<file path="config.mk">
export PLATFORM = sky130hd
export DESIGN_NAME = awt_ctrl
export DESIGN_NICKNAME = d
export VERILOG_FILES = /design/src/rtl/awt_pkg.sv /design/src/rtl/awt_ctrl.sv /design/src/rtl/awt_trig_mux.sv
export SDC_FILE = /design/constraint.sdc
export NUM_CORES = 1
export LEC_CHECK = 0
export BUFFER_PORTS_ARGS = -buffer_cell sky130_fd_sc_hd__buf_2
export CAP_MARGIN = 20
export CORE_ASPECT_RATIO = 0.9
export CORE_MARGIN = 5
export CORE_UTILIZATION = 40
export CTS_CLUSTER_DIAMETER = 60
export DETAILED_ROUTE_END_ITERATION = 8
export PLACE_DENSITY = 0.72
export SYNTH_ARGS = -nofsm -noshare
export SYNTH_HDL_FRONTEND = slang
export SYNTH_SLANG_ARGS = --single-unit
</file>
<file path="constraint.sdc">
create_clock -name i_clk_sys -period 2.19 [get_ports i_clk_sys]
set_clock_uncertainty 0.15 [all_clocks]
set_input_delay 0.219 -clock i_clk_sys [delete_from_list [all_inputs] [get_ports i_clk_sys]]
set_output_delay 0.219 -clock i_clk_sys [all_outputs]
set_load 0.01 [all_outputs]
</file>
<file path="src/rtl/awt_pkg.sv">
package awt_pkg;
    // ==========================================
    // register map
    localparam logic [7:0] AWT_OFS_ROLLOVER = 8'h00;
    localparam logic [7:0] AWT_OFS_TRIGSRC = 8'h01;
    localparam logic [7:0] AWT_OFS_SEQCTL = 8'h02;
    localparam logic [7:0] AWT_OFS_STATUS = 8'h03;
    // ==========================================
    // field positions
    localparam int AWT_KIND_BIT = 7;
    localparam int AWT_SEQ_MULTI_CHANNEL_MODE_BIT = 0;
    localparam int AWT_SEQ_ETEN_BIT = 1;
    localparam int AWT_SEQ_START_BIT = 2;
    localparam int AWT_STAT_BUSY_BIT = 4;
    // ==========================================
    // reset values and highest dedicated code
    localparam logic [3:0] AWT_ROLLOVER_RST = 4'hF;
    localparam logic [7:0] AWT_TRIGSRC_RST = 8'h00;
    localparam logic [1:0] AWT_SEQCTL_RST = 2'h0;
    localparam logic [3:0] AWT_DED_MAX = 4'h3;
    // ==========================================
    // timing: cycles one conversion slot takes
    localparam logic [3:0] AWT_CONV_CYCLES = 4'hA;
    typedef enum logic [0:0] {
        AWT_IDLE = 1'b0,
        AWT_RUN = 1'b1
    } awt_state_t;
endpackage

</file>
<file path="src/rtl/awt_ctrl.sv">
// Our own choice: the plain strobed port.
`timescale 1ns/1ps
`default_nettype none
// What this block does
// - multi-channel sequence goes idle after the rollover channel, channel back to analog input zero
// - writing trigger source control aborts running sequence, starts nothing
// - bit 7 picks analog channel or dedicated trigger input as source
// - kind zero: channel field selects analog input 0 to 15
// - kind one: codes 0 to 3 select dedicated inputs, others reserved
// - without dedicated inputs, kind bit only stored; analog channel stays source
// - writing rollover channel control aborts running sequence, starts nothing
// - trigger acts only when enabled; analog source gets digital buffer enabled only while trigger enabled
module awt_ctrl import awt_pkg::*; #(
    parameter bit HAS_DEDICATED = 1'b1
) (
    input wire logic i_clk_sys,
    input wire logic i_nrst,
    input wire logic [7:0] i_addr,
    input wire logic [7:0] i_wdata,
    input wire logic i_wr,
    input wire logic i_rd,
    output logic [7:0] o_rdata,
    input wire logic [15:0] i_analog_trig,
    input wire logic [3:0] i_ded_trig,
    output logic o_busy,
    output logic [3:0] o_chan,
    output logic o_conv_start,
    output logic o_abort,
    output logic [15:0] o_dig_buf_en
);
    // ==========================================
    // registers
    logic [3:0] rollover_r;
    logic [7:0] trigsrc_r;
    logic [1:0] seqctl_r;
    logic [7:0] rdata_r;
    logic trig_prev_r;
    logic [3:0] slot_r;
    logic [3:0] chan_r;
    awt_state_t state_r;
    logic trig_now;
    logic legal;
    logic wr_roll;
    logic wr_trig;
    logic ext_start;
    logic sw_start;
    logic abort;
    logic slot_done;

    assign wr_roll = i_wr && (i_addr == AWT_OFS_ROLLOVER);
    assign wr_trig = i_wr && (i_addr == AWT_OFS_TRIGSRC);
    assign abort = wr_roll || wr_trig;
    assign sw_start = i_wr && (i_addr == AWT_OFS_SEQCTL) && i_wdata[AWT_SEQ_START_BIT];
    assign slot_done = (slot_r == AWT_CONV_CYCLES - 4'h1);

    awt_trig_mux #(
        .HAS_DEDICATED(HAS_DEDICATED)
    ) u_mux (
        .i_kind(trigsrc_r[AWT_KIND_BIT]),
        .i_chan(trigsrc_r[3:0]),
        .i_analog_trig(i_analog_trig),
        .i_ded_trig(i_ded_trig),
        .o_trig(trig_now),
        .o_legal(legal)
    );

    // rising edge of the selected source; reserved codes never fire
    assign ext_start = seqctl_r[AWT_SEQ_ETEN_BIT] && legal && trig_now && !trig_prev_r;

    always_ff @(posedge i_clk_sys or negedge i_nrst) begin
        if (!i_nrst) begin
            rollover_r <= AWT_ROLLOVER_RST;
            trigsrc_r <= AWT_TRIGSRC_RST;
            seqctl_r <= AWT_SEQCTL_RST;
        end else begin
            if (wr_roll) begin
                rollover_r <= i_wdata[3:0];
            end
            if (wr_trig) begin
                trigsrc_r <= i_wdata;
            end
            if (i_wr && (i_addr == AWT_OFS_SEQCTL)) begin
                seqctl_r <= i_wdata[1:0];
            end
        end
    end

    always_ff @(posedge i_clk_sys or negedge i_nrst) begin
        if (!i_nrst) begin
            trig_prev_r <= 1'b0;
        end else begin
            trig_prev_r <= trig_now;
        end
    end

    // ==========================================
    // sequencer: abort wins over any start in the same cycle
    always_ff @(posedge i_clk_sys or negedge i_nrst) begin
        if (!i_nrst) begin
            state_r <= AWT_IDLE;
            slot_r <= 4'h0;
            chan_r <= 4'h0;
        end else begin
            case (state_r)
                AWT_IDLE: begin
                    slot_r <= 4'h0;
                    if (!abort && (sw_start || ext_start)) begin
                        state_r <= AWT_RUN;
                        chan_r <= 4'h0;
                    end
                end
                AWT_RUN: begin
                    if (abort) begin
                        state_r <= AWT_IDLE;
                        slot_r <= 4'h0;
                    end else if (slot_done) begin
                        slot_r <= 4'h0;
                        if (!seqctl_r[AWT_SEQ_MULTI_CHANNEL_MODE_BIT]) begin
                            state_r <= AWT_IDLE;
                        end else if (chan_r == rollover_r) begin
                            // code zero is reserved: channel 0 gets one slot, then the sequence goes idle, harmless
                            chan_r <= 4'h0;
                            state_r <= AWT_IDLE;
                        end else begin
                            chan_r <= chan_r + 4'h1;
                        end
                    end else begin
                        slot_r <= slot_r + 4'h1;
                    end
                end
                default: begin
                    state_r <= AWT_IDLE;
                end
            endcase
        end
    end

    assign o_busy = (state_r == AWT_RUN);
    assign o_chan = chan_r;
    assign o_conv_start = o_busy && (slot_r == 4'h0);
    assign o_abort = abort && o_busy;

    // digital buffer only for an analog source with trigger enabled
    always_comb begin
        o_dig_buf_en = 16'h0000;
        if (seqctl_r[AWT_SEQ_ETEN_BIT] && !(trigsrc_r[AWT_KIND_BIT] && HAS_DEDICATED)) begin
            o_dig_buf_en[trigsrc_r[3:0]] = 1'b1;
        end
    end

    // ==========================================
    // read port, data one cycle after strobe
    always_ff @(posedge i_clk_sys or negedge i_nrst) begin
        if (!i_nrst) begin
            rdata_r <= 8'h00;
        end else if (i_rd) begin
            case (i_addr)
                AWT_OFS_ROLLOVER: rdata_r <= {4'h0, rollover_r};
                AWT_OFS_TRIGSRC: rdata_r <= {trigsrc_r[7], 3'h0, trigsrc_r[3:0]};
                AWT_OFS_SEQCTL: rdata_r <= {6'h00, seqctl_r};
                AWT_OFS_STATUS: rdata_r <= {3'h0, o_busy, chan_r};
                default: rdata_r <= 8'h00;
            endcase
        end else begin
            rdata_r <= 8'h00;
        end
    end
    assign o_rdata = rdata_r;
endmodule
`default_nettype wire

</file>
<file path="src/rtl/awt_trig_mux.sv">
`timescale 1ns/1ps
`default_nettype none
module awt_trig_mux import awt_pkg::*; #(
    parameter bit HAS_DEDICATED = 1'b1
) (
    input wire logic i_kind,
    input wire logic [3:0] i_chan,
    input wire logic [15:0] i_analog_trig,
    input wire logic [3:0] i_ded_trig,
    output logic o_trig,
    output logic o_legal
);
    // ==========================================
    // source select
    always_comb begin
        o_legal = 1'b1;
        if (i_kind && HAS_DEDICATED) begin
            o_legal = (i_chan <= AWT_DED_MAX);
            o_trig = o_legal && i_ded_trig[i_chan[1:0]];
        end else begin
            // kind bit ignored without dedicated inputs
            o_trig = i_analog_trig[i_chan];
        end
    end
endmodule
`default_nettype wire

</file>
==> metrics.md <==
| Metric | Value |
|---|---|
| Yosys synthesis warning count | 0 |
| Latest clock arrival within the worst-skew pair | between 0.2 and 0.3 ns |
| Root buffer cell | clkbuf_8 |
| TritonCTS clock tree | done |
| Clock tree buffer depth | 2 |
| Routed wire length | 3925 um |
| Number of diodes added for antenna fixing | 0 |
| Design Power | roughly 1.1 mW |
| Number of endpoints with negative hold slack in the final report | 0 |
| Synth-to-layout area growth | 30.07% |
| Violations in the final reports | setup timing |
| Number of buffers inserted during clock tree synthesis | 3 |
| Routed vias | about 1500 |
| Leakage | between 1 and 1.5 nW |
| Min cycle time layout | 2.217 ns |
| Unrepaired setup endpoints after global routing | yes |
| Final HPWL from detailed placement | 3111 um |
| Sequential-to-total area share from yosys stat | between 40 and 50% |
| Overall Global Routing Usage | 14.03% |
| Total standard cell area after synthesis | between 0.0015 and 0.002 mm2 |
| Top_reg_cell synth | dfrtp_1 |
| Post-route worst setup slack | -0.02656 ns |
| Violation count after the first detailed-routing iteration | between 100 and 150 |
| DRT Pass-1 Iters | 4 |
| Core box area | roughly 0.0040 mm2 |
| Worst setup path class | flop to flop |
| CP peak stage delay | between 0.5 and 0.6 ns |
| Top-area cell type share of the netlist area | between 30% and 40% |
| Synth Instances | between 150 and 200 |
| Synth cell types | 44 |
| Number of antenna-violating nets in the routed design | 0 |
| Switching share of power | between 20 and 30% |
| Total setup violations reported at the end of the flow | 1 |
| # DRC | 0 |
| PD cells | ~510 mW/mm2 |
| Crit path launch type | flop |
| Endpoint required time on the critical path | 2.21 ns |
| Hold Path Class | input pin to flop |
| Worst Tran Pin Value | 0.5908 ns |
| Post-synth EDFFs | 0 |
| Routability-driven placement congestion ratio | 0.8537 |
| Clock transition at the registers of the reported paths | approximately 0.090 ns |
| Vertical die dimension | around 71 um |
| Synthesized area per cell | ~10 um2 |
| Clock sink total | 27 |
| Most repeated cell in the gate-level netlist after synthesis | nor2_1 |
| IR Drop Worst-Case VDD | between 0.0002 and 0.0003 V |
| Die span in x | slightly below 80 um |
| Largest net degree at the start of global routing | 28 |
| Cell row count | 22 |
| Total internal power | around 780 uW |
| Arr. time, crit path | roughly 2.2 ns |
| Maximum clock frequency | between 0.4 and 0.5 GHz |
| Maximum fanout along the worst path | 6 |
| Net Sw Power | 325.7 uW |
| Final net count | around 280 |
| Gate power share | 21.8% |
| Dominant cells by area after synthesis | dfrtp_1, mux4_2, mux2_2, nor2_1, dfstp_2 |
| Detailed-route wire length per cell | 14.02 um |
| Count of input and output buffers | 65 |
| Critical Path Sink Type | flop |
| Leading area contributor after synthesis | dfrtp_1 |
| Period utilisation layout | 101.2% |
| First-pass GRT wire length | about 6400 um |
| Worst hold slack | between 0.02 and 0.03 ns |
| Count of pins on the block boundary | between 70 and 80 |
| H-tree levels | 1 |
| Hold-critical path depth | 2 |
| Clock network power share | approximately 25% |
| Result of the run | complete, but fails checks |
| Power share of the sequential group | a little over half |
| Ratio of cells with drive above 1 in the final layout | a little under half |
| Sequence of cells on the critical path | mux2i_1, mux4_2, a221oi_4, nand3_2, a21boi_4, mux2_4 |
| # Max-Cap Violations | 0 |
| Per-cell via count in the routed design | slightly above 5 |
| Final max-slew violation count | 0 |
| Overflow left after global routing | 0 |
| Number of global-route vias before repair | about 1400 |
| Antenna violations before repair | 0 |
| Number of cells traversed by the worst register-to-register path | 6 |
| Die outline area | 0.005541 mm2 |
| Slowest library cell on the worst path | mux4_2 |
| Effective utilization at floorplan | approximately 41% |
| Flip-flop and latch count after synthesis | 27 |
| Leading cell types by count after synthesis | nor2_1, dfrtp_1, mux2_2, nand2_1 |
| Rel. slew slack | about three fifths |
| Share of synthesized registers carrying an async set or reset | 100.0% |
## cells in the final DEF (no fill, tap or decap), types with 3 or more instances in the layout
master / Yosys / layout
nand4_1: 4 / 4
clkbuf_8: 0 / 3
inv_1: 5 / 5
nand2_1: 7 / 7
buf_4: 2 / 11
ha_1: 4 / 4
nor2_1: 29 / 29
a31oi_1: 3 / 3
xnor2_1: 6 / 6
dfrtp_1: 23 / 21
mux4_2: 6 / 6
nand2b_1: 4 / 4
and2_1: 3 / 3
buf_2: 1 / 65
dfstp_2: 4 / 4
nand3_1: 6 / 6
mux2i_1: 6 / 6
mux2_2: 11 / 11
## flip-flops by register name, summed over array words and instances (netlist names)
name	count
o_busy	1
o_chan	4
o_rdata	6
rollover_r	4
seqctl_r	2
slot_r	4
trig_prev_r	1
trigsrc_r	5
## stage by stage
| step | cells | setup TNS, ns | area (um2) | worst slack (ns) | util, % |
|---|---|---|---|---|---|
| final | 280 | -0.02656 | 2160 | -0.02656 | 53.37 |
| after global routing | 280 | -0.3951 | 2160 | -0.1245 | 53.37 |
| after CTS | 280 | -0.02067 | 2158 | -0.02067 | 53.34 |
| after detailed placement | 275 | -0.06156 | 2082 | -0.06156 | 51.45 |
| after global placement | 275 | -0.03234 | 2082 | -0.03234 | 51.45 |
| after floorplan | 160 | 0 | 1664 | 0.04974 | - |
## cell families after synthesis
family	count (synthesis)	synth area share [%]
mux	24	20.12
buf+inv	14	4.144
compound gates	13	6.481
flops	27	40.99
other cells	1	0.2259
simple gates	69	21.33
xor+xnor	7	3.693
fa+ha+maj	4	3.014
## final timing paths
path,start,to,slack [ns]
worst max-delay path,trigsrc_r[3],o_chan[0],-0.03
worst min-delay path,i_wdata[7],trigsrc_r[7],0.03
worst max register to register,trigsrc_r[3],o_chan[0],-0.03
worst min register to register,slot_r[0],slot_r[0],0.38
max in group asynchronous,i_nrst,trigsrc_r[0],1.13
min in group asynchronous,i_nrst,slot_r[2],0.32
## per-layer routing
metal  global-route usage, %  part of all wire (%)  wire [um]
met1                   19.54                    46       1803
met3                   2.799                   6.1        241
met2                   22.61                    47       1847
met4                   3.189                  0.84         33
met5                       0                     0          0
## worst max-delay path, delay by kind of cell, from the launching register on
family	cells	cell delay [ns]
AOI/OAI and AO/OA	2	0.45
DFF	1	0.47
muxes	3	0.90
and+or+nand+nor	1	0.14
## cell type report
| class | instances | area (um2) |
|---|---|---|
| inverter | 5 | 18.77 |
| clock buffer | 3 | 41.29 |
| timing repair buffer | 77 | 417.9 |
| fill | 372 | 1887 |
| sequential | 27 | 683.2 |
| multi-input combinational | 119 | 933.4 |
| tap | 48 | 60.06 |
| clock inverter | 1 | 5.005 |
## power by group through the flow
stage	Sequential, mW	Clock, mW	Combinational (mW)
finish	0.584	0.280	0.242
CTS	0.584	0.287	0.244
global placement	0.591	0	0.231
global route	0.592	0.303	0.277
detailed placement	0.593	0	0.234
floorplan	0.571	0	0.157
## repair_timing
action                                  4_1_cts  5_1_grt
resized for setup                             3        1
hold buffers                                  1        0
endpoints found under the setup margin        4        4
hold endpoints to repair                     23        0
buffers inserted                              0        0
Power figures use the tool's default switching activity.
